**config.mk**
```make
export PLATFORM = sky130hd
export DESIGN_NAME = ldr_regs
export DESIGN_NICKNAME = d
export VERILOG_FILES = /design/src/pkg/ldr_pkg.sv /design/src/pkg/ldr_reg_if.sv /design/src/ldr_axil_slave.sv /design/src/ldr_regs.sv
export SDC_FILE = /design/constraint.sdc
export NUM_CORES = 1
export LEC_CHECK = 0
export BUFFER_PORTS_ARGS = -buffer_cell sky130_fd_sc_hd__buf_2
export CORE_AREA = 2 2 114 116
export DETAILED_ROUTE_END_ITERATION = 16
export DIE_AREA = 0 0 116 118
export GPL_TIMING_DRIVEN = 1
export PLACE_DENSITY = 0.81
export SLEW_MARGIN = 30
export SYNTH_ARGS = -nofsm -noshare
export SYNTH_HDL_FRONTEND = slang
export SYNTH_HIERARCHICAL = 1
export SYNTH_SLANG_ARGS = --single-unit
```
**constraint.sdc**
```tcl
create_clock -name aclk -period 4 [get_ports aclk]
set_clock_uncertainty 0.15 [all_clocks]
set_input_delay 0.8 -clock aclk [delete_from_list [all_inputs] [get_ports aclk]]
set_output_delay 0.8 -clock aclk [all_outputs]
set_load 0.005 [all_outputs]
```
**src/pkg/ldr_pkg.sv**
```systemverilog
// Shared constants for the low power DAC switch and reference register bank
package ldr_pkg;

   localparam int ADDR_W = 16;
   localparam int DATA_W = 32;

   // Byte addresses of the bank's registers
   localparam logic [15:0] REF_CTRL_OFF = 16'h2050;
   localparam logic [15:0] DATA_OFF     = 16'h2120;
   localparam logic [15:0] SWITCH_OFF   = 16'h2124;
   localparam logic [15:0] CONFIG_OFF   = 16'h2128;
   localparam logic [15:0] CMODE_OFF    = 16'h235C;

   // Switch register fields
   localparam int SW_ZERO_HSTIA  = 0;
   localparam int SW_ZERO_FILTER = 1;
   localparam int SW_ZERO_LPTIA  = 2;
   localparam int SW_BIAS_FILTER = 3;
   localparam int SW_BIAS_PSTAT  = 4;
   localparam int SW_OVERRIDE    = 5;
   localparam int SW_W           = 6;

   // Data register fields
   localparam int CODE12_LSB = 0;
   localparam int CODE12_W   = 12;
   localparam int CODE6_LSB  = 12;
   localparam int CODE6_W    = 6;

   // Reference control and common-mode fields
   localparam int REF_BANDGAP_PD = 0;
   localparam int REF_BUFFER_PD  = 1;
   localparam int REF_W          = 2;
   localparam int CM_SELECT      = 3;

   // Configuration register fields
   localparam int CFG_WR_EN  = 0;
   localparam int CFG_PWD    = 1;
   localparam int CFG_REFSEL = 2;
   localparam int CFG_VBMUX  = 3;
   localparam int CFG_VZMUX  = 4;
   localparam int CFG_DIAG   = 5;
   localparam int CFG_WAVE   = 6;
   localparam int CFG_W      = 7;

   // Reset values
   localparam logic [CFG_W-1:0]    CFG_RESET    = 7'h02;
   localparam logic [SW_W-1:0]     SWITCH_RESET = 6'h00;
   localparam logic [REF_W-1:0]    REF_RESET    = 2'h0;
   localparam logic [CODE6_W-1:0]  CODE6_RESET  = 6'h00;
   localparam logic [CODE12_W-1:0] CODE12_RESET = 12'h000;
   localparam logic                CM_RESET     = 1'b0;

   // Switch arrangements chosen by the diagnostic mode bit
   localparam logic [4:0] SW_NORMAL = 5'h0A;
   localparam logic [4:0] SW_DIAG   = 5'h14;

   localparam logic [1:0] RESP_OKAY   = 2'h0;
   localparam logic [1:0] RESP_SLVERR = 2'h2;

endpackage

```
**src/pkg/ldr_reg_if.sv**
```systemverilog
// Register access carrier between the bus slave and the register bank
`timescale 1ns/1ns
`default_nettype none
interface ldr_reg_if;
   import ldr_pkg::*;
   logic              wr_req;
   logic [ADDR_W-1:0] wr_addr;
   logic [DATA_W-1:0] wr_data;
   logic [3:0]        wr_strb;
   logic              wr_hit;
   logic              rd_req;
   logic [ADDR_W-1:0] rd_addr;
   logic [DATA_W-1:0] rd_data;
   logic              rd_hit;

   modport slave (output wr_req, wr_addr, wr_data, wr_strb, rd_req, rd_addr,
                  input wr_hit, rd_data, rd_hit);
   modport bank  (input wr_req, wr_addr, wr_data, wr_strb, rd_req, rd_addr,
                  output wr_hit, rd_data, rd_hit);
endinterface
`default_nettype wire

```
**src/ldr_axil_slave.sv**
```systemverilog
// AXI4-Lite slave front end for the register bank
`timescale 1ns/1ns
`default_nettype none
module ldr_axil_slave
   import ldr_pkg::*;
(
   input  wire logic              aclk,
   input  wire logic              aresetn,
   input  wire logic [ADDR_W-1:0] awaddr,
   input  wire logic              awvalid,
   output logic                   awready,
   input  wire logic [DATA_W-1:0] wdata,
   input  wire logic [3:0]        wstrb,
   input  wire logic              wvalid,
   output logic                   wready,
   output logic [1:0]             bresp,
   output logic                   bvalid,
   input  wire logic              bready,
   input  wire logic [ADDR_W-1:0] araddr,
   input  wire logic              arvalid,
   output logic                   arready,
   output logic [DATA_W-1:0]      rdata,
   output logic [1:0]             rresp,
   output logic                   rvalid,
   input  wire logic              rready,
   ldr_reg_if.slave               rif
);

   typedef struct packed {
      logic              aw_held;
      logic [ADDR_W-1:0] aw_addr;
      logic              w_held;
      logic [DATA_W-1:0] w_data;
      logic [3:0]        w_strb;
      logic              bvalid;
      logic [1:0]        bresp;
      logic              rvalid;
      logic [DATA_W-1:0] rdata;
      logic [1:0]        rresp;
   } ldr_axil_t;

   ldr_axil_t s;
   ldr_axil_t next_s;
   logic      wr_go;
   logic      rd_go;

   // Address and data are parked separately so either may arrive first
   assign awready = !s.aw_held && !s.bvalid;
   assign wready  = !s.w_held && !s.bvalid;
   assign arready = !s.rvalid;
   assign wr_go   = s.aw_held && s.w_held && !s.bvalid;
   assign rd_go   = arvalid && arready;

   assign rif.wr_req  = wr_go;
   assign rif.wr_addr = s.aw_addr;
   assign rif.wr_data = s.w_data;
   assign rif.wr_strb = s.w_strb;
   assign rif.rd_req  = rd_go;
   assign rif.rd_addr = araddr;

   always_comb begin
      next_s = s;
      if (awvalid && awready) begin
         next_s.aw_held = 1'b1;
         next_s.aw_addr = awaddr;
      end
      if (wvalid && wready) begin
         next_s.w_held = 1'b1;
         next_s.w_data = wdata;
         next_s.w_strb = wstrb;
      end
      if (wr_go) begin
         next_s.aw_held = 1'b0;
         next_s.w_held  = 1'b0;
         next_s.bvalid  = 1'b1;
         next_s.bresp   = rif.wr_hit ? RESP_OKAY : RESP_SLVERR;
      end
      if (s.bvalid && bready) begin
         next_s.bvalid = 1'b0;
      end
      if (s.rvalid && rready) begin
         next_s.rvalid = 1'b0;
      end
      if (rd_go) begin
         next_s.rvalid = 1'b1;
         next_s.rdata  = rif.rd_hit ? rif.rd_data : '0;
         next_s.rresp  = rif.rd_hit ? RESP_OKAY : RESP_SLVERR;
      end
   end

   always_ff @(posedge aclk) begin
      if (!aresetn) begin
         s <= '0;
      end else begin
         s <= next_s;
      end
   end

   assign bvalid = s.bvalid;
   assign bresp  = s.bresp;
   assign rvalid = s.rvalid;
   assign rdata  = s.rdata;
   assign rresp  = s.rresp;

endmodule // ldr_axil_slave
`default_nettype wire

```
**src/ldr_regs.sv**
```systemverilog
// Low power DAC switch, code and reference register bank with its control outputs
//
// What this block does
// - Override clear, power-down clear: switches follow diagnostic mode bit.
// - Override set, power-down clear: switches follow five switch bits.
// - Bit 4 closes bias-to-potentiostat input path.
// - Bit 3 connects bias output to filter.
// - Bit 2 closes zero output to LPTIA.
// - Bit 1 connects zero output to filter.
// - Bit 0 connects zero output to HSTIA.
// - Data bits 17:12 hold six-bit code.
// - Data bits 11:0 hold twelve-bit code.
// - Reference bit 1 set powers buffer down.
// - Reference bit 0 set powers bandgap down.
// - Common-mode bit 3 clear leaves switches off.
// - Common-mode bit set closes both input switches.
// - Write enable clear: data writes ignored, reads zero.
// - Diagnostic bit selects diagnostic or normal arrangement.
`timescale 1ns/1ns
`default_nettype none
module ldr_regs
   import ldr_pkg::*;
(
   input  wire logic              aclk,
   input  wire logic              aresetn,
   input  wire logic [ADDR_W-1:0] awaddr,
   input  wire logic              awvalid,
   output logic                   awready,
   input  wire logic [DATA_W-1:0] wdata,
   input  wire logic [3:0]        wstrb,
   input  wire logic              wvalid,
   output logic                   wready,
   output logic [1:0]             bresp,
   output logic                   bvalid,
   input  wire logic              bready,
   input  wire logic [ADDR_W-1:0] araddr,
   input  wire logic              arvalid,
   output logic                   arready,
   output logic [DATA_W-1:0]      rdata,
   output logic [1:0]             rresp,
   output logic                   rvalid,
   input  wire logic              rready,
   output logic                   bias_to_pstat_input_switch,
   output logic                   bias_to_filter_pin_switch,
   output logic                   zero_to_lptia_input_switch,
   output logic                   zero_to_filter_pin_switch,
   output logic                   zero_to_hstia_input_switch,
   output logic [CODE6_W-1:0]     six_bit_code,
   output logic [CODE12_W-1:0]    twelve_bit_code,
   output logic                   ref_buffer_powerdown,
   output logic                   bandgap_powerdown,
   output logic                   cm_switch_analog_input_a,
   output logic                   cm_switch_analog_input_b,
   output logic                   dac_powerdown,
   output logic                   dac_ref_avdd_select,
   output logic                   bias_output_six_bit_select,
   output logic                   zero_output_twelve_bit_select,
   output logic                   waveform_source_select
);

   typedef struct packed {
      logic [CFG_W-1:0]    cfg;
      logic [SW_W-1:0]     sw;
      logic [CODE6_W-1:0]  code6;
      logic [CODE12_W-1:0] code12;
      logic [REF_W-1:0]    ref_ctrl;
      logic                cm;
      logic [4:0]          sw_out;
   } ldr_bank_t;

   ldr_bank_t   s;
   ldr_bank_t   next_s;
   logic [31:0] cur_word;
   logic [31:0] new_word;
   logic [31:0] strb_mask;

   ldr_reg_if rif ();

   ldr_axil_slave u_slave (
      .aclk    (aclk),
      .aresetn (aresetn),
      .awaddr  (awaddr),
      .awvalid (awvalid),
      .awready (awready),
      .wdata   (wdata),
      .wstrb   (wstrb),
      .wvalid  (wvalid),
      .wready  (wready),
      .bresp   (bresp),
      .bvalid  (bvalid),
      .bready  (bready),
      .araddr  (araddr),
      .arvalid (arvalid),
      .arready (arready),
      .rdata   (rdata),
      .rresp   (rresp),
      .rvalid  (rvalid),
      .rready  (rready),
      .rif     (rif)
   );

   function automatic logic hit(input logic [ADDR_W-1:0] a);
      logic [ADDR_W-3:0] w;
      w   = a[ADDR_W-1:2];
      hit = (w == REF_CTRL_OFF[ADDR_W-1:2]) || (w == DATA_OFF[ADDR_W-1:2]) ||
            (w == SWITCH_OFF[ADDR_W-1:2]) || (w == CONFIG_OFF[ADDR_W-1:2]) ||
            (w == CMODE_OFF[ADDR_W-1:2]);
   endfunction

   // Only defined fields are placed; everything above reads as zero
   function automatic logic [31:0] reg_word(input logic [ADDR_W-1:0] a,
                                            input ldr_bank_t b);
      logic [ADDR_W-3:0] w;
      w        = a[ADDR_W-1:2];
      reg_word = '0;
      if (w == REF_CTRL_OFF[ADDR_W-1:2]) begin
         reg_word[REF_W-1:0] = b.ref_ctrl;
      end else if (w == DATA_OFF[ADDR_W-1:2]) begin
         if (b.cfg[CFG_WR_EN]) begin
            reg_word[CODE6_LSB +: CODE6_W]   = b.code6;
            reg_word[CODE12_LSB +: CODE12_W] = b.code12;
         end
      end else if (w == SWITCH_OFF[ADDR_W-1:2]) begin
         reg_word[SW_W-1:0] = b.sw;
      end else if (w == CONFIG_OFF[ADDR_W-1:2]) begin
         reg_word[CFG_W-1:0] = b.cfg;
      end else if (w == CMODE_OFF[ADDR_W-1:2]) begin
         reg_word[CM_SELECT] = b.cm;
      end
   endfunction

   assign rif.rd_hit  = hit(rif.rd_addr);
   assign rif.rd_data = reg_word(rif.rd_addr, s);
   assign rif.wr_hit  = hit(rif.wr_addr);

   // Byte enables merge the write into the current word
   assign strb_mask = {{8{rif.wr_strb[3]}}, {8{rif.wr_strb[2]}},
                       {8{rif.wr_strb[1]}}, {8{rif.wr_strb[0]}}};
   assign cur_word  = reg_word(rif.wr_addr, s);
   assign new_word  = (cur_word & ~strb_mask) | (rif.wr_data & strb_mask);

   always_comb begin
      next_s = s;
      if (rif.wr_req) begin
         if (rif.wr_addr[ADDR_W-1:2] == REF_CTRL_OFF[ADDR_W-1:2]) begin
            next_s.ref_ctrl = new_word[REF_W-1:0];
         end
         if (rif.wr_addr[ADDR_W-1:2] == DATA_OFF[ADDR_W-1:2] && s.cfg[CFG_WR_EN]) begin
            next_s.code6  = new_word[CODE6_LSB +: CODE6_W];
            next_s.code12 = new_word[CODE12_LSB +: CODE12_W];
         end
         if (rif.wr_addr[ADDR_W-1:2] == SWITCH_OFF[ADDR_W-1:2]) begin
            next_s.sw = new_word[SW_W-1:0];
         end
         if (rif.wr_addr[ADDR_W-1:2] == CONFIG_OFF[ADDR_W-1:2]) begin
            next_s.cfg = new_word[CFG_W-1:0];
         end
         if (rif.wr_addr[ADDR_W-1:2] == CMODE_OFF[ADDR_W-1:2]) begin
            next_s.cm = new_word[CM_SELECT];
         end
      end
      // A disabled data register holds zero, so the DAC never sees stale codes
      if (!next_s.cfg[CFG_WR_EN]) begin
         next_s.code6  = CODE6_RESET;
         next_s.code12 = CODE12_RESET;
      end
      // Power-down opens all five routing switches regardless of routing mode; the common-mode switches keep following their bit
      if (s.cfg[CFG_PWD]) begin
         next_s.sw_out = '0;
      end else if (s.sw[SW_OVERRIDE]) begin
         next_s.sw_out = s.sw[4:0];
      end else begin
         next_s.sw_out = s.cfg[CFG_DIAG] ? SW_DIAG : SW_NORMAL;
      end
   end

   always_ff @(posedge aclk) begin
      if (!aresetn) begin
         s.cfg      <= CFG_RESET;
         s.sw       <= SWITCH_RESET;
         s.code6    <= CODE6_RESET;
         s.code12   <= CODE12_RESET;
         s.ref_ctrl <= REF_RESET;
         s.cm       <= CM_RESET;
         s.sw_out   <= '0;
      end else begin
         s <= next_s;
      end
   end

   assign bias_to_pstat_input_switch = s.sw_out[SW_BIAS_PSTAT];
   assign bias_to_filter_pin_switch  = s.sw_out[SW_BIAS_FILTER];
   assign zero_to_lptia_input_switch = s.sw_out[SW_ZERO_LPTIA];
   assign zero_to_filter_pin_switch  = s.sw_out[SW_ZERO_FILTER];
   assign zero_to_hstia_input_switch = s.sw_out[SW_ZERO_HSTIA];
   assign six_bit_code               = s.code6;
   assign twelve_bit_code            = s.code12;
   assign ref_buffer_powerdown       = s.ref_ctrl[REF_BUFFER_PD];
   assign bandgap_powerdown          = s.ref_ctrl[REF_BANDGAP_PD];
   assign cm_switch_analog_input_a   = s.cm;
   assign cm_switch_analog_input_b   = s.cm;
   assign dac_powerdown              = s.cfg[CFG_PWD];
   assign dac_ref_avdd_select        = s.cfg[CFG_REFSEL];
   assign bias_output_six_bit_select = s.cfg[CFG_VBMUX];
   assign zero_output_twelve_bit_select = s.cfg[CFG_VZMUX];
   assign waveform_source_select     = s.cfg[CFG_WAVE];

   logic wr_data_full;
   logic wr_ref_lo;
   logic wr_cm_lo;
   assign wr_data_full = rif.wr_req && rif.wr_addr[ADDR_W-1:2] == DATA_OFF[ADDR_W-1:2] &&
                         rif.wr_strb[2:0] == 3'h7;
   assign wr_ref_lo    = rif.wr_req && rif.wr_strb[0] &&
                         rif.wr_addr[ADDR_W-1:2] == REF_CTRL_OFF[ADDR_W-1:2];
   assign wr_cm_lo     = rif.wr_req && rif.wr_strb[0] &&
                         rif.wr_addr[ADDR_W-1:2] == CMODE_OFF[ADDR_W-1:2];

   AST_DIAG_ROUTING: assert property (
      @(posedge aclk) disable iff (!aresetn)
      (!s.cfg[CFG_PWD] && !s.sw[SW_OVERRIDE] && s.cfg[CFG_DIAG]) |=>
         {bias_to_pstat_input_switch, bias_to_filter_pin_switch,
          zero_to_lptia_input_switch, zero_to_filter_pin_switch,
          zero_to_hstia_input_switch} == SW_DIAG)
      else $error("diagnostic routing not applied");

   AST_NORMAL_ROUTING: assert property (
      @(posedge aclk) disable iff (!aresetn)
      (!s.cfg[CFG_PWD] && !s.sw[SW_OVERRIDE] && !s.cfg[CFG_DIAG]) |=>
         s.sw_out == SW_NORMAL)
      else $error("normal routing not applied");

   AST_OVERRIDE_ROUTING: assert property (
      @(posedge aclk) disable iff (!aresetn)
      (!s.cfg[CFG_PWD] && s.sw[SW_OVERRIDE]) |=> s.sw_out == $past(s.sw[4:0]))
      else $error("override switch bits not applied");

   AST_PSTAT_SWITCH: assert property (
      @(posedge aclk) disable iff (!aresetn)
      (!s.cfg[CFG_PWD] && s.sw[SW_OVERRIDE] && $stable(s.sw) && $stable(s.cfg)) |=>
         bias_to_pstat_input_switch == $past(s.sw[SW_BIAS_PSTAT]))
      else $error("bias to potentiostat switch mismatch");

   AST_BIAS_FILTER_SWITCH: assert property (
      @(posedge aclk) disable iff (!aresetn)
      (!s.cfg[CFG_PWD] && s.sw[SW_OVERRIDE]) ##1 $stable(s.sw) |->
         bias_to_filter_pin_switch == s.sw[SW_BIAS_FILTER])
      else $error("bias to filter switch mismatch");

   AST_LPTIA_SWITCH: assert property (
      @(posedge aclk) disable iff (!aresetn)
      $rose(s.sw[SW_ZERO_LPTIA]) && s.sw[SW_OVERRIDE] && !s.cfg[CFG_PWD] &&
         $stable(s.sw[SW_OVERRIDE]) && $stable(s.cfg) |=> zero_to_lptia_input_switch)
      else $error("zero to low power TIA switch did not close");

   AST_ZERO_FILTER_SWITCH: assert property (
      @(posedge aclk) disable iff (!aresetn)
      $fell(s.sw[SW_ZERO_FILTER]) && s.sw[SW_OVERRIDE] && !s.cfg[CFG_PWD] &&
         $stable(s.sw[SW_OVERRIDE]) && $stable(s.cfg) |=> !zero_to_filter_pin_switch)
      else $error("zero to filter switch did not open");

   AST_HSTIA_SWITCH: assert property (
      @(posedge aclk) disable iff (!aresetn)
      (!s.cfg[CFG_PWD] && s.sw[SW_OVERRIDE]) |=>
         zero_to_hstia_input_switch == $past(s.sw[SW_ZERO_HSTIA]))
      else $error("zero to high speed TIA switch mismatch");

   AST_SIX_BIT_CODE: assert property (
      @(posedge aclk) disable iff (!aresetn)
      (wr_data_full && s.cfg[CFG_WR_EN] && !next_s.cfg[CFG_WR_EN] == 1'b0) |=>
         six_bit_code == $past(rif.wr_data[CODE6_LSB +: CODE6_W]))
      else $error("six bit code not stored");

   AST_TWELVE_BIT_CODE: assert property (
      @(posedge aclk) disable iff (!aresetn)
      (wr_data_full && s.cfg[CFG_WR_EN]) |=>
         twelve_bit_code == $past(rif.wr_data[CODE12_LSB +: CODE12_W]))
      else $error("twelve bit code not stored");

   AST_BUFFER_POWERDOWN: assert property (
      @(posedge aclk) disable iff (!aresetn)
      wr_ref_lo |=> ref_buffer_powerdown == $past(rif.wr_data[REF_BUFFER_PD]))
      else $error("reference buffer power-down not stored");

   AST_BANDGAP_POWERDOWN: assert property (
      @(posedge aclk) disable iff (!aresetn)
      wr_ref_lo |=> bandgap_powerdown == $past(rif.wr_data[REF_BANDGAP_PD]))
      else $error("bandgap power-down not stored");

   AST_CM_SELECT: assert property (
      @(posedge aclk) disable iff (!aresetn)
      wr_cm_lo && !rif.wr_data[CM_SELECT] |=> !cm_switch_analog_input_a ##1
         (!cm_switch_analog_input_a || $changed(s.cm)))
      else $error("common-mode switches not off");

   AST_CM_BOTH_INPUTS: assert property (
      @(posedge aclk) disable iff (!aresetn)
      wr_cm_lo |=> cm_switch_analog_input_a == $past(rif.wr_data[CM_SELECT]) &&
         cm_switch_analog_input_b == cm_switch_analog_input_a)
      else $error("common-mode switches not driven on both inputs");

   AST_DATA_LOCKED: assert property (
      @(posedge aclk) disable iff (!aresetn)
      !s.cfg[CFG_WR_EN] |-> s.code6 == CODE6_RESET && s.code12 == CODE12_RESET &&
         reg_word(DATA_OFF, s) == 32'h0000_0000)
      else $error("data register not zero while writes disabled");

   AST_RESERVED_ZERO: assert property (
      @(posedge aclk) disable iff (!aresetn)
      rif.rd_req |-> rif.rd_data[31:CODE6_LSB+CODE6_W] == '0 &&
         (rif.rd_addr[ADDR_W-1:2] != SWITCH_OFF[ADDR_W-1:2] ||
          rif.rd_data[31:SW_W] == '0))
      else $error("reserved bits read non-zero");

   AST_POWERDOWN_OPENS: assert property (
      @(posedge aclk) disable iff (!aresetn)
      s.cfg[CFG_PWD] |=> s.sw_out == 5'h00)
      else $error("switches not open in power-down");

endmodule // ldr_regs
`default_nettype wire

```
### Word-level counts from Yosys, hierarchy flattened

Index checks and enable logic that the tools add are counted.

* register bits after elaboration: 116
* word-level logic and storage cells: 99
* input port bits: 75
* output and inout bits: 73

* multiplexer cells: 34
* equality and inequality tests: 10
* bitwise logic cells: 5
* reduce and logical (&&, ||, !) cells: 32

Operator list (count)
* equality test 14 x 12 -> 1 bit (second input constant): 10
* 2-to-1 mux 18 bit: 3
* bitwise AND 18 bit: 2
* 2-to-1 mux 35 bit: 1
* 2-to-1 mux 16 bit: 2
* 2-to-1 mux 28 bit: 1
* 2-to-1 mux 11 bit: 2
* 2-to-1 mux 6 bit: 3
* NOT 18 bit: 1
* bitwise OR 18 bit: 1
* 2-to-1 mux 7 bit: 2
* 2-to-1 mux 3 bit: 4
* AND reduction 2 bit: 6
* logical AND 1 bit: 10
* 2-to-1 mux 2 bit: 5
* 2-to-1 mux 5 bit: 2
* 2-to-1 mux 1 bit: 9
* logical OR 1 bit: 8
* OR reduction 2 bit: 3
* zero test 1 bit: 4
* nonzero test 2 bit: 1
* NOT 1 bit: 1

### Logic depth before layout (Yosys ltp)

Gate-level depths: netlist (run 1).

* depth after elaboration: 11
* depth in mapped cells: 10
* gate-level depth less buffers: 7

### Cells and area by module

The synthesis (run 1) kept the hierarchy.

By module, submodules not included
* ldr_axil_slave: cells each 507, instances 1, area each 4179.0 um^2, sequential area each 1801.7 um^2
* ldr_regs: cells each 306, instances 1, area each 2497.4 um^2, sequential area each 780.7 um^2

### Least setup slack after synthesis (run 1)

OpenSTA, ideal clock, no wires.

* path type: input to register
* from: in araddr[11]
* to: reg u_slave.s, in the netlist u_slave/rdata[12]
* setup slack: 0.810 ns
* arrival time: 2.965 ns
* buffers on the path: 4
* required time: 3.774 ns
* setup time: 0.076 ns
* stages on the path: 10
* cells stage by stage: buf_4 > or4b_1 > or4_1 > buf_6 > nor2_4 > or4_1 > clkbuf_1 > buf_1 > nand3_1 > a21boi_0

* longest elaborated chain between the ends: 6
* elaborated cells between the ends (all ways): 12
* classes of those cells: eq/ne: 5; mux: 3; reduce/logical: 4

Ends and longest elaborated chain
* start: declaration: line ldr_regs.sv:36 `input wire logic [ADDR_W-1:0] araddr,`
* equality test 14 x 12 -> 1 bit: line ldr_regs.sv:105 `hit = (w == REF_CTRL_OFF[ADDR_W-1:2]) || (w == DATA_OFF[ADDR_W-1:2]) ||`
* logical OR 1 bit (2 in series): line ldr_regs.sv:105
* logical OR 1 bit: line ldr_regs.sv:106 `(w == SWITCH_OFF[ADDR_W-1:2]) || (w == CONFIG_OFF[ADDR_W-1:2]) ||`
* logical OR 1 bit *: line ldr_regs.sv:106
* via rif.rd_hit: line ldr_reg_if.sv:14 `logic rd_hit;`
* 2-to-1 mux 18 bit *: line ldr_axil_slave.sv:86 `next_s.rdata = rif.rd_hit ? rif.rd_data : '0;`
* end signal: assignment: line ldr_axil_slave.sv:95 `s <= next_s;`
* end: declaration: line ldr_axil_slave.sv:42 `ldr_axil_t s;`

The timed path passes the listed nets; every way through them passes the cells marked *.
A chain may end at the register's enable or synchronous reset.

### Final worst setup path (run 1)

* from: in araddr[11]
* to: reg u_slave.s, in the netlist u_slave/rdata[17]

Same word-level chain as after synthesis.

==> results of run 1 <==
report_power, final:
group	internal [uW]	leakage (uW)	total, uW	switching (uW)
Clock	646	0.000172	1060	410
Sequential	1140	0.000909	1180	34.2
Combinational	65.8	0.00142	165	99.4
Total	1860	0.00250	2400	544
sequential cells by signal, summed over array words and instances (netlist names), 2 cells and up:
name / cells
twelve_bit_code: 12
u_slave/rdata: 32
six_bit_code: 6
u_slave/s: 2
s: 8
u_slave/rif.wr_data: 18
u_slave/rif.wr_strb: 3
u_slave/rif.wr_addr: 14
routing by layer:
layer,vias to the layer above,GRT usage [%],wire [um]
met1,2129,28.0,6180
met2,161,29.5,5830
met3,14,4.22,1040
li1,2377,-,-
met4,2,5.65,163
met5,-,0,7
worst min-delay path, delay by kind of cell, from the launching register on:
family,cells,cell delay (ps)
flops,1,310
simple gates,1,50
compound gates,1,50
how the worst min path moves through the flow:
| stage | startpoint | end | slack, ps | cells past startpoint |
|---|---|---|---|---|
| floorplan | u_slave/rif.wr_addr[2] | u_slave/rif.wr_addr[2] | 280 | 2 |
| global route | u_slave/rdata[29] | u_slave/rdata[29] | 320 | 2 |
| global placement | u_slave/rdata[30] | u_slave/rdata[30] | 280 | 2 |
| finish | u_slave/rdata[14] | u_slave/rdata[14] | 300 | 2 |
| CTS | u_slave/rdata[14] | u_slave/rdata[14] | 300 | 2 |
| detailed placement | u_slave/rdata[14] | u_slave/rdata[14] | 290 | 2 |
final cells by class:
| class | count | area (um2) | share of cell area, % |
|---|---|---|---|
| timing repair buffer | 133 | 689 | 11.1 |
| sequential | 112 | 2240 | 36.2 |
| multi-input combinational | 457 | 2650 | 42.7 |
| clock buffer | 11 | 253 | 4.08 |
| clock inverter | 5 | 103 | 1.66 |
| tap | 172 | 215 | 3.47 |
| antenna | 1 | 2.50 | 0.0404 |
| inverter | 12 | 45.0 | 0.727 |
metrics by stage:
stage / total power [uW] / instances
global route: 2490 / 902
floorplan: 1360 / 739
finish: 2400 / 903
detailed placement: 1370 / 886
global placement: 1360 / 886
CTS: 2420 / 902
==> results_tabular.tex, run 1 <==
\begin{tabular}{lr}
\hline
Metric & Value \\
\hline
\multicolumn{2}{l}{\textbf{Synthesis}} \\
\quad Average size of a mapped cell & slightly above 8 um2 \\
\quad Synth Warn \# & 6 \\
\quad Cell area after synthesis & 0.00595 mm2 \\
\quad Number of standard cells after synthesis & 725 \\
\multicolumn{2}{l}{\textbf{Clocking}} \\
\quad Clock Sink Count & 112 \\
\quad Post-CTS setup buffer count & 0 \\
\quad Hold bufs inserted after CTS & 0 \\
\quad Number of buffers created by CTS & 9 \\
\quad Buffer depth of the longest clock path & 2 \\
\quad Clock latency of the later-clocked register in the worst-skew pair & around 340 ps \\
\quad Clock transition at path regs & 70 ps \\
\quad Root buffer cell & sky130\_fd\_sc\_hd\_\_clkbuf\_16 \\
\quad H-tree levels & 3 \\
\quad Clock tree from TritonCTS & built \\
\quad Gates resized, CTS repair & 0 \\
\multicolumn{2}{l}{\textbf{Setup path}} \\
\quad Reg2Reg Setup Slack & approximately 1200 ps \\
\quad Highest fanout seen on the critical path & 33 \\
\quad Number of cells traversed by the worst register-to-register path & 6 \\
\quad Delay of the slowest cell on the worst path & 610 ps \\
\quad Critical path startpoint & araddr[11] \\
\quad Crit path DAT & about 3200 ps \\
\quad Nature of the critical path startpoint & primary input \\
\quad Crit end category & flop \\
\quad CP max-delay cell & sky130\_fd\_sc\_hd\_\_or4\_1 \\
\quad Crit path capture & u\_slave/rdata[17] \\
\quad Required time worst endpoint & around 4100 ps \\
\quad Critical path buffer and inverter count & 2 \\
\quad Crit-path most repeated cell & sky130\_fd\_sc\_hd\_\_or4\_1 \\
\quad Origin of the critical flop-to-flop path & u\_slave/bvalid \\
\quad Cell chain of the critical path & buf\_2 -> or4b\_1 -> or4\_1 -> a21oi\_2 -> or4\_1 -> buf\_4 -> nand3\_1 -> a21boi\_0 \\
\quad Category of the critical setup timing path & primary input to flop \\
\quad Delay-heaviest family, CP & simple AND/OR/NAND/NOR gates \\
\quad Number of stages on the worst setup path & 8 \\
\quad Critical R2R Capture & six\_bit\_code[0] \\
\multicolumn{2}{l}{\textbf{Route}} \\
\quad Number of optimization iterations in the first detailed-route pass & 5 \\
\quad Remaining antenna violation count after routing & 0 \\
\quad Post-detailed-route via-to-cell ratio & 5.19 \\
\quad Routed via count & 4683 \\
\quad Aggregate routed wire length & 13200 um \\
\quad DRC violations left & 0 \\
\quad DRC marker count from the first detailed-route iteration & between 400 and 500 \\
\quad Routed length per instance & 14.6 um \\
\multicolumn{2}{l}{\textbf{Global route}} \\
\quad Total overflow reported by the global router & 0 \\
\quad Tot GR Track Use & around 20\% \\
\quad Number of global-route vias before repair & about 4200 \\
\quad Maximum number of pins on one net before global-route repair & 120 \\
\quad Wire length of the first global-routing pass & 21600 um \\
\quad Antenna violations before repair & 2 \\
\multicolumn{2}{l}{\textbf{Cells and area}} \\
\quad Commonest non-fill, non-tap cells in the layout & sky130\_fd\_sc\_hd\_\_buf\_2 (125), sky130\_fd\_sc\_hd\_\_dfxtp\_1 (112), sky130\_fd\_sc\_hd\_\_nand2\_1 (101) \\
\quad Fraction of final layout cells sized beyond drive strength 1 & 23.3\% \\
\quad Final-layout fill cell count & 1237 \\
\quad Most common cell after layout, fill and taps aside & sky130\_fd\_sc\_hd\_\_buf\_2 \\
\quad Area added between synthesis and finish & 4.16\% \\
\quad Final cell utilization of the core & 49.9\% \\
\quad Nets & 800 \\
\quad Finished Cell Area & 0.00620 mm2 \\
\multicolumn{2}{l}{\textbf{Die}} \\
\quad Site Rows & 41 \\
\quad Core region area & roughly 0.012 mm2 \\
\quad Total die area & 0.0137 mm2 \\
\quad Width of the chip & 116 um \\
\quad Starting utilization of the core area & about 48\% \\
\quad Number of placed I/O pins & $\sim$150 \\
\quad Height of the chip & $\sim$120 um \\
\multicolumn{2}{l}{\textbf{Timing}} \\
\quad Final TNS setup & 0 ps \\
\quad Upper clock frequency limit & 0.327 GHz \\
\quad Max Slew Vio Count & 0 \\
\quad Final worst path period need & 3060 ps \\
\quad Worst-case setup margin in the final layout & 938 ps \\
\quad Final hold violation count & 0 \\
\quad Slew at the pin closest to its max-slew limit & between 800 and 900 ps \\
\quad Worst hold slack & 296 ps \\
\quad Worst rel slew slack & between 40\% and 50\% \\
\quad RSZ-0062 raised after global routing & false \\
\quad Setup violations, final & 0 \\
\quad Ratio of final minimum period to clock period & 76.5\% \\
\multicolumn{2}{l}{\textbf{Placement}} \\
\quad Routability-driven placement congestion ratio & roughly 0.83 \\
\quad DP Worst Slack & 623 ps \\
\quad Placed cell areas & between 0.005 and 0.006 mm2 \\
\quad IO buf count & between 100 and 150 \\
\quad Half-perimeter wire length after detailed placement & between 9000 and 10000 um \\
\multicolumn{2}{l}{\textbf{Pwr}} \\
\quad LEAKAGE & roughly 0.0025 uW \\
\quad Maximum resistive drop on vdd & 0.187 mV \\
\quad Power density over the cells & 387 mW/mm2 \\
\multicolumn{2}{l}{\textbf{Run status}} \\
\quad Status & completed \\
\multicolumn{2}{l}{\textbf{Job}} \\
\quad Number of maximum-capacitance constraint violations & 0 \\
\multicolumn{2}{l}{\textbf{Min path}} \\
\quad Type of the most critical hold path & flop to flop \\
\hline
\end{tabular}
Note: power is estimated with default switching activity, not from simulation.
==> run 2, diff against run 1 <==
ABC_AREA = 1   (was unset)
CORE_AREA = 2 2 121 123   (was 2 2 114 116)
DIE_AREA = 0 0 123 125   (was 0 0 116 118)
clock period = 3 ns   (was 4 ns; I/O delays follow)
==> results_tabular.tex, run 2 <==
\begin{tabular}{lr}
\hline
Metric & Value \\
\hline
\multicolumn{2}{l}{\textbf{Run status}} \\
\quad Status & completed \\
\multicolumn{2}{l}{\textbf{Clocking}} \\
\quad Clock Sink Count & 112 (unchanged) \\
\quad Hold bufs inserted after CTS & 0 (unchanged) \\
\quad Number of buffers created by CTS & 9 (unchanged) \\
\quad Buffer depth of the longest clock path & 2 (unchanged) \\
\quad Clock transition at path regs & 70 ps (about the same) \\
\quad Gates resized, CTS repair & 0 (unchanged) \\
\quad Root buffer cell & sky130\_fd\_sc\_hd\_\_clkbuf\_16 \\
\quad Clock latency of the later-clocked register in the worst-skew pair & 350 ps (about the same) \\
\quad Post-CTS setup buffer count & 0 (unchanged) \\
\quad H-tree levels & 3 (unchanged) \\
\quad Clock tree from TritonCTS & built \\
\multicolumn{2}{l}{\textbf{Die}} \\
\quad Number of placed I/O pins & 148 (unchanged) \\
\quad Core region area & 0.0142 mm2 (+14\%) \\
\quad Total die area & 0.0154 mm2 (+12\%) \\
\quad Site Rows & 44 (+7.3\%) \\
\quad Height of the chip & 125 um (+5.9\%) \\
\quad Starting utilization of the core area & 47.7\% (-0.24 points) \\
\quad Width of the chip & 123 um (+6.0\%) \\
\multicolumn{2}{l}{\textbf{Timing}} \\
\quad Worst-case setup margin in the final layout & 841 ps (-97.6 ps) \\
\quad Upper clock frequency limit & roughly 0.46 GHz \\
\quad Setup violations, final & 0 (unchanged) \\
\quad Ratio of final minimum period to clock period & slightly above 70\% \\
\quad Slew at the pin closest to its max-slew limit & 691 ps (-136 ps) \\
\quad Final worst path period need & 2160 ps \\
\quad RSZ-0062 raised after global routing & false \\
\quad Worst rel slew slack & 54.0\% (+9.3 points) \\
\quad Final TNS setup & 0 ps (unchanged) \\
\quad Max Slew Vio Count & 0 (unchanged) \\
\quad Final hold violation count & 0 (unchanged) \\
\multicolumn{2}{l}{\textbf{Route}} \\
\quad Aggregate routed wire length & 15300 um (+15\%) \\
\quad Number of optimization iterations in the first detailed-route pass & 5 (unchanged) \\
\quad Routed length per instance & 12.0 um (-18\%) \\
\quad Remaining antenna violation count after routing & 0 (unchanged) \\
\quad DRC violations left & 0 (unchanged) \\
\quad Post-detailed-route via-to-cell ratio & 4.62 (-11\%) \\
\quad DRC marker count from the first detailed-route iteration & 364 (-25\%) \\
\quad Routed via count & 5854 (+25\%) \\
\multicolumn{2}{l}{\textbf{Setup path}} \\
\quad Crit-path most repeated cell & sky130\_fd\_sc\_hd\_\_nor2\_1 \\
\quad CP max-delay cell & sky130\_fd\_sc\_hd\_\_dfxtp\_1 \\
\quad Nature of the critical path startpoint & flop \\
\quad Delay of the slowest cell on the worst path & 320 ps (-290 ps) \\
\quad Critical path startpoint & u\_slave/rif.wr\_addr[15] \\
\quad Category of the critical setup timing path & flop to flop \\
\quad Crit end category & flop \\
\quad Critical path buffer and inverter count & 0 (-2) \\
\quad Highest fanout seen on the critical path & 18 (-45\%) \\
\quad Delay-heaviest family, CP & simple AND/OR/NAND/NOR gates \\
\quad Cell chain of the critical path & nor2\_1 -> nand3\_1 -> nor2\_1 -> nand2\_1 -> nor2\_1 -> nor2\_1 -> nand2\_2 -> nand3\_2 -> nand2\_4 -> nor2\_1 \\
\quad Required time worst endpoint & 3080 ps (-1020 ps) \\
\quad Crit path DAT & 2240 ps (-930 ps) \\
\quad Origin of the critical flop-to-flop path & u\_slave/rif.wr\_addr[15] \\
\multicolumn{2}{l}{\textbf{Global route}} \\
\quad Number of global-route vias before repair & 5258 (+26\%) \\
\quad Wire length of the first global-routing pass & 25300 um (+17\%) \\
\quad Maximum number of pins on one net before global-route repair & 44 (-63\%) \\
\quad Tot GR Track Use & 20.2\% (+0.66 points) \\
\quad Antenna violations before repair & 0 (-2) \\
\quad Total overflow reported by the global router & 0 (unchanged) \\
\multicolumn{2}{l}{\textbf{Cells and area}} \\
\quad Antenna Diode Count & 0 (-1) \\
\quad Final cell utilization of the core & 49.6\% (-0.34 points) \\
\quad Commonest non-fill, non-tap cells in the layout & sky130\_fd\_sc\_hd\_\_nand2\_1 (268), sky130\_fd\_sc\_hd\_\_inv\_1 (156), sky130\_fd\_sc\_hd\_\_buf\_2 (126) \\
\quad Area added between synthesis and finish & 3.97\% \\
\quad Most common cell after layout, fill and taps aside & sky130\_fd\_sc\_hd\_\_nand2\_1 \\
\quad Number of flip-flops under the largest register name & 32 (unchanged) \\
\quad Nets & 1153 (+44\%) \\
\quad Fraction of final layout cells sized beyond drive strength 1 & 18.0\% (-5.3 points) \\
\quad Footprint of the multi-input gates & 0.00293 mm2 (+11\%) \\
\quad FF/Latch Area & 0.00224 mm2 (unchanged) \\
\quad Final-layout fill cell count & 1498 (+21\%) \\
\multicolumn{2}{l}{\textbf{Pwr}} \\
\quad Portion of total power attributed to the clock network & 36.4\% (-7.6 points) \\
\quad Net switching fraction of the power & 26.6\% (+3.9 points) \\
\quad Share of total power in combinational logic & 13.1\% (+6.2 points) \\
\quad Switching power & 854 uW (+57\%) \\
\quad Internal power of the cells & 2360 uW (+27\%) \\
\quad Power density over the cells & 456 mW/mm2 (+18\%) \\
\quad LEAKAGE & 0.00387 uW (+55\%) \\
\quad Share of total power in sequential cells & 50.5\% (+1.4 points) \\
\quad Maximum resistive drop on vdd & 0.281 mV (+50\%) \\
\multicolumn{2}{l}{\textbf{Placement}} \\
\quad DP Worst Slack & 498 ps (-125 ps) \\
\quad IO buf count & 126 (unchanged) \\
\quad Half-perimeter wire length after detailed placement & 11100 um (+22\%) \\
\quad Routability-driven placement congestion ratio & 0.915 (+9.7\%) \\
\multicolumn{2}{l}{\textbf{Synthesis}} \\
\quad Average size of a mapped cell & 6.33 um2 (-23\%) \\
\quad Cell area after synthesis & 0.00677 mm2 (+14\%) \\
\quad Number of standard cells after synthesis & 1070 (+48\%) \\
\quad Synth Warn \# & 6 (unchanged) \\
\multicolumn{2}{l}{\textbf{Min path}} \\
\quad Worst hold start & u\_slave/rdata[31] \\
\quad Type of the most critical hold path & flop to flop \\
\multicolumn{2}{l}{\textbf{Job}} \\
\quad Number of maximum-capacitance constraint violations & 0 (unchanged) \\
\hline
\end{tabular}
==> run 2: worst reg2reg max path: stages (launching register included) <==
cell	delay, ps
sky130_fd_sc_hd__dfxtp_1	320
sky130_fd_sc_hd__nor2_1	180
sky130_fd_sc_hd__nand3_1	160
sky130_fd_sc_hd__nor2_1	180
sky130_fd_sc_hd__nand2_1	310
sky130_fd_sc_hd__nor2_1	180
sky130_fd_sc_hd__nor2_1	70
sky130_fd_sc_hd__nand2_2	80
sky130_fd_sc_hd__nand3_2	90
sky130_fd_sc_hd__nand2_4	240
sky130_fd_sc_hd__nor2_1	90
==> run 2: cell type report <==
type	count	share of cell area [%]
Inverter	165	8.83
Sequential cell	112	31.8
Clock inverter	2	0.178
Multi-Input combinational cell	651	41.6
Timing Repair Buffer	139	10.3
Tap cell	184	3.27
Clock buffer	14	3.89
==> run 2: power groups by stage <==
stage               sequential [uW]  clock [uW]  combinational, uW
global placement               1650           0                415
detailed placement             1650           0                422
global route                   1630        1250                492
floorplan                      1630           0                426
CTS                            1620        1180                424
finish                         1620        1170                421
==> run 2: routing by layer <==
metal	part of all wire, %	vias to the layer above	global-route usage, %
met4	1.8	0	5.68
li1	-	3152	-
met2	43	183	31.1
met5	0	-	0
met1	48	2497	29.2
met3	7.1	22	3.38
==> run 2: worst paths after layout <==
check	end	slack (ps)	cells past startpoint
max	twelve_bit_code[5]	840	10
min	u_slave/rdata[31]	330	2
max reg2reg	twelve_bit_code[5]	840	10
min reg2reg	u_slave/rdata[31]	330	2
==> run 2: through the flow <==
stage / power, uW / cell area (um2) / std cells / hold WS (ps)
finish: 3210 / 7040 / 1267 / 328
global route: 3370 / 7040 / 1267 / 351
CTS: 3220 / 7040 / 1267 / 325
detailed placement: 2080 / 6750 / 1251 / 314
global placement: 2070 / 6750 / 1251 / 303
floorplan: 2060 / 6820 / 1084 / 295
==> run 3, diff against run 2 <==
clock period = 2.1 ns   (was 3 ns; I/O delays follow)
==> results_tabular.tex, run 3 (synthesis gave the netlist of run 2 again) <==
\begin{tabular}{lr}
\hline
Metric & Value \\
\hline
\multicolumn{2}{l}{\textbf{Die}} \\
\quad Total die area & 0.0154 mm2 (unchanged) \\
\quad Core region area & 0.0142 mm2 (unchanged) \\
\quad Width of the chip & 123 um (unchanged) \\
\quad Height of the chip & 125 um (unchanged) \\
\quad Site Rows & 44 (unchanged) \\
\quad Starting utilization of the core area & 47.7\% (unchanged) \\
\quad Number of placed I/O pins & 148 (unchanged) \\
\multicolumn{2}{l}{\textbf{Timing}} \\
\quad Worst rel slew slack & 63.3\% (+9.3 points) \\
\quad Final worst path period need & 1970 ps (-185 ps) \\
\quad Worst-case setup margin in the final layout & 125 ps (-715 ps) \\
\quad Slew at the pin closest to its max-slew limit & 551 ps (-140 ps) \\
\quad Ratio of final minimum period to clock period & 94.0\% (+22 points) \\
\quad Setup violations, final & 0 (unchanged) \\
\quad Worst hold slack & 233 ps (-94.6 ps) \\
\quad Upper clock frequency limit & 0.506 GHz (+9.4\%) \\
\quad Final hold violation count & 0 (unchanged) \\
\quad Max Slew Vio Count & 0 (unchanged) \\
\quad RSZ-0062 raised after global routing & true \\
\multicolumn{2}{l}{\textbf{Setup path}} \\
\quad Crit end category & flop \\
\quad Reg2Reg Setup Slack & 130 ps (-720 ps) \\
\quad Highest fanout seen on the critical path & 18 (unchanged) \\
\quad Nature of the critical path startpoint & flop \\
\quad Critical R2R Capture & twelve\_bit\_code[0] \\
\quad Number of cells traversed by the worst register-to-register path & 10 (unchanged) \\
\quad Crit path DAT & 2060 ps (-180 ps) \\
\quad Category of the critical setup timing path & flop to flop \\
\quad Origin of the critical flop-to-flop path & u\_slave/rif.wr\_addr[15] \\
\quad Required time worst endpoint & 2190 ps (-890 ps) \\
\multicolumn{2}{l}{\textbf{Cells and area}} \\
\quad Nets & 1174 (+1.8\%) \\
\quad Fraction of final layout cells sized beyond drive strength 1 & 19.8\% (+1.8 points) \\
\quad Finished Cell Area & 0.00726 mm2 (+3.2\%) \\
\quad Antenna Diode Count & 0 (unchanged) \\
\quad Most common cell after layout, fill and taps aside & sky130\_fd\_sc\_hd\_\_nand2\_1 \\
\quad Final-layout fill cell count & 1488 (-0.67\%) \\
\quad Area added between synthesis and finish & 7.28\% \\
\quad Non-filler cells, final & 1288 (+1.7\%) \\
\quad Commonest non-fill, non-tap cells in the layout & sky130\_fd\_sc\_hd\_\_nand2\_1 (268), sky130\_fd\_sc\_hd\_\_inv\_1 (155), sky130\_fd\_sc\_hd\_\_buf\_2 (126) \\
\quad Number of flip-flops under the largest register name & 32 (unchanged) \\
\multicolumn{2}{l}{\textbf{Placement}} \\
\quad IO buf count & 126 (unchanged) \\
\quad Half-perimeter wire length after detailed placement & 11400 um (+2.1\%) \\
\quad DP Worst Slack & -126 ps (-624 ps) \\
\quad Placed cell areas & 0.00695 mm2 (+2.9\%) \\
\quad Routability-driven placement congestion ratio & 0.923 (+0.86\%) \\
\quad Placed cell count & 1272 (+1.7\%) \\
\multicolumn{2}{l}{\textbf{Route}} \\
\quad Post-detailed-route via-to-cell ratio & 4.72 (+2.1\%) \\
\quad Aggregate routed wire length & 15500 um (+1.2\%) \\
\quad Remaining antenna violation count after routing & 0 (unchanged) \\
\quad DRC violations left & 0 (unchanged) \\
\quad Number of optimization iterations in the first detailed-route pass & 5 (unchanged) \\
\quad Routed via count & 6075 (+3.8\%) \\
\quad Routed length per instance & 12.0 um (-0.41\%) \\
\quad DRC marker count from the first detailed-route iteration & 372 (+2.2\%) \\
\multicolumn{2}{l}{\textbf{Clocking}} \\
\quad Clock latency of the later-clocked register in the worst-skew pair & 340 ps (about the same) \\
\quad Clock transition at path regs & 70 ps (about the same) \\
\quad Post-CTS setup buffer count & 0 (unchanged) \\
\quad Clock Sink Count & 112 (unchanged) \\
\quad Gates resized, CTS repair & 0 (unchanged) \\
\quad Clock tree from TritonCTS & built \\
\quad Buffer depth of the longest clock path & 2 (unchanged) \\
\quad Hold bufs inserted after CTS & 0 (unchanged) \\
\quad H-tree levels & 3 (unchanged) \\
\quad Root buffer cell & sky130\_fd\_sc\_hd\_\_clkbuf\_16 \\
\quad Number of buffers created by CTS & 9 (unchanged) \\
\multicolumn{2}{l}{\textbf{Job}} \\
\quad Number of maximum-capacitance constraint violations & 0 (unchanged) \\
\multicolumn{2}{l}{\textbf{Min path}} \\
\quad Number of cells on the worst hold path & 3 (+1) \\
\quad WHS Endpoint & u\_slave/rvalid \\
\quad Worst hold start & rready \\
\quad Type of the most critical hold path & primary input to flop \\
\multicolumn{2}{l}{\textbf{Global route}} \\
\quad Number of global-route vias before repair & 5517 (+4.9\%) \\
\quad Antenna violations before repair & 0 (unchanged) \\
\quad Maximum number of pins on one net before global-route repair & 44 (unchanged) \\
\quad Wire length of the first global-routing pass & 25600 um (+1.1\%) \\
\quad Tot GR Track Use & 20.5\% (+0.22 points) \\
\quad Total overflow reported by the global router & 0 (unchanged) \\
\multicolumn{2}{l}{\textbf{Run status}} \\
\quad Status & completed \\
\multicolumn{2}{l}{\textbf{Pwr}} \\
\quad Maximum resistive drop on vdd & 0.492 mV (+75\%) \\
\quad LEAKAGE & 0.00398 uW (+2.9\%) \\
\quad Power density over the cells & 643 mW/mm2 (+41\%) \\
\quad Overall power of the completed layout & 4670 uW (+45\%) \\
\hline
\end{tabular}
==> run 3: stage by stage <==
| step | util (%) | setup TNS [ps] |
|---|---|---|
| 2_1_floorplan | - | 0 |
| 3_5_place_dp | 48.9 | -1600 |
| 3_3_place_gp | 48.9 | -374 |
| 4_1_cts | 51.0 | 0 |
| 5_1_grt | 51.1 | -119 |
| 6_report | 51.1 | 0 |
==> run 3: power breakdown <==
group / switching, uW / internal (uW)
clock: 763 / 965
combinational: 379 / 249
sequential: 79.8 / 2230
==> run 3: how the worst max path moves through the flow <==
stage,cells after the start,slack [ps],endpoint,start
floorplan,13,20,u_slave/rdata[10],araddr[4]
global placement,13,-50,u_slave/rdata[5],araddr[4]
detailed placement,13,-130,u_slave/rdata[4],araddr[4]
CTS,11,110,twelve_bit_code[0],u_slave/rif.wr_addr[8]
global route,12,-30,six_bit_code[5],u_slave/rif.wr_addr[15]
finish,10,130,twelve_bit_code[0],u_slave/rif.wr_addr[15]
==> run 3: critical path, stage by stage, from the launching register on <==
cell                       delay [ps]
sky130_fd_sc_hd__dfxtp_1          310
sky130_fd_sc_hd__nor2_1           170
sky130_fd_sc_hd__nand3_1          180
sky130_fd_sc_hd__inv_2            200
sky130_fd_sc_hd__nand3b_4         160
sky130_fd_sc_hd__nand2_4          150
sky130_fd_sc_hd__nor2_1            60
sky130_fd_sc_hd__nand2_2           80
sky130_fd_sc_hd__nand3_2          130
sky130_fd_sc_hd__nand2_8          190
sky130_fd_sc_hd__nor2_1            70
==> run 3: routing by layer <==
layer,GRT usage (%),vias up,wire length [um]
met3,3.65,33,1080
met2,31.8,200,6620
met5,0,-,0
met1,28.6,2642,7300
li1,-,3200,-
met4,7.02,0,447
==> run 3: area by class of cell <==
cell class	count	area (um2)	share of cell area [%]
clock buffer	12	246	3.39
clock inverter	4	52.6	0.723
inverter	165	626	8.61
multi-input combinational	651	2940	40.5
sequential	112	2240	30.9
tap	184	230	3.17
timing repair buffer	160	923	12.7
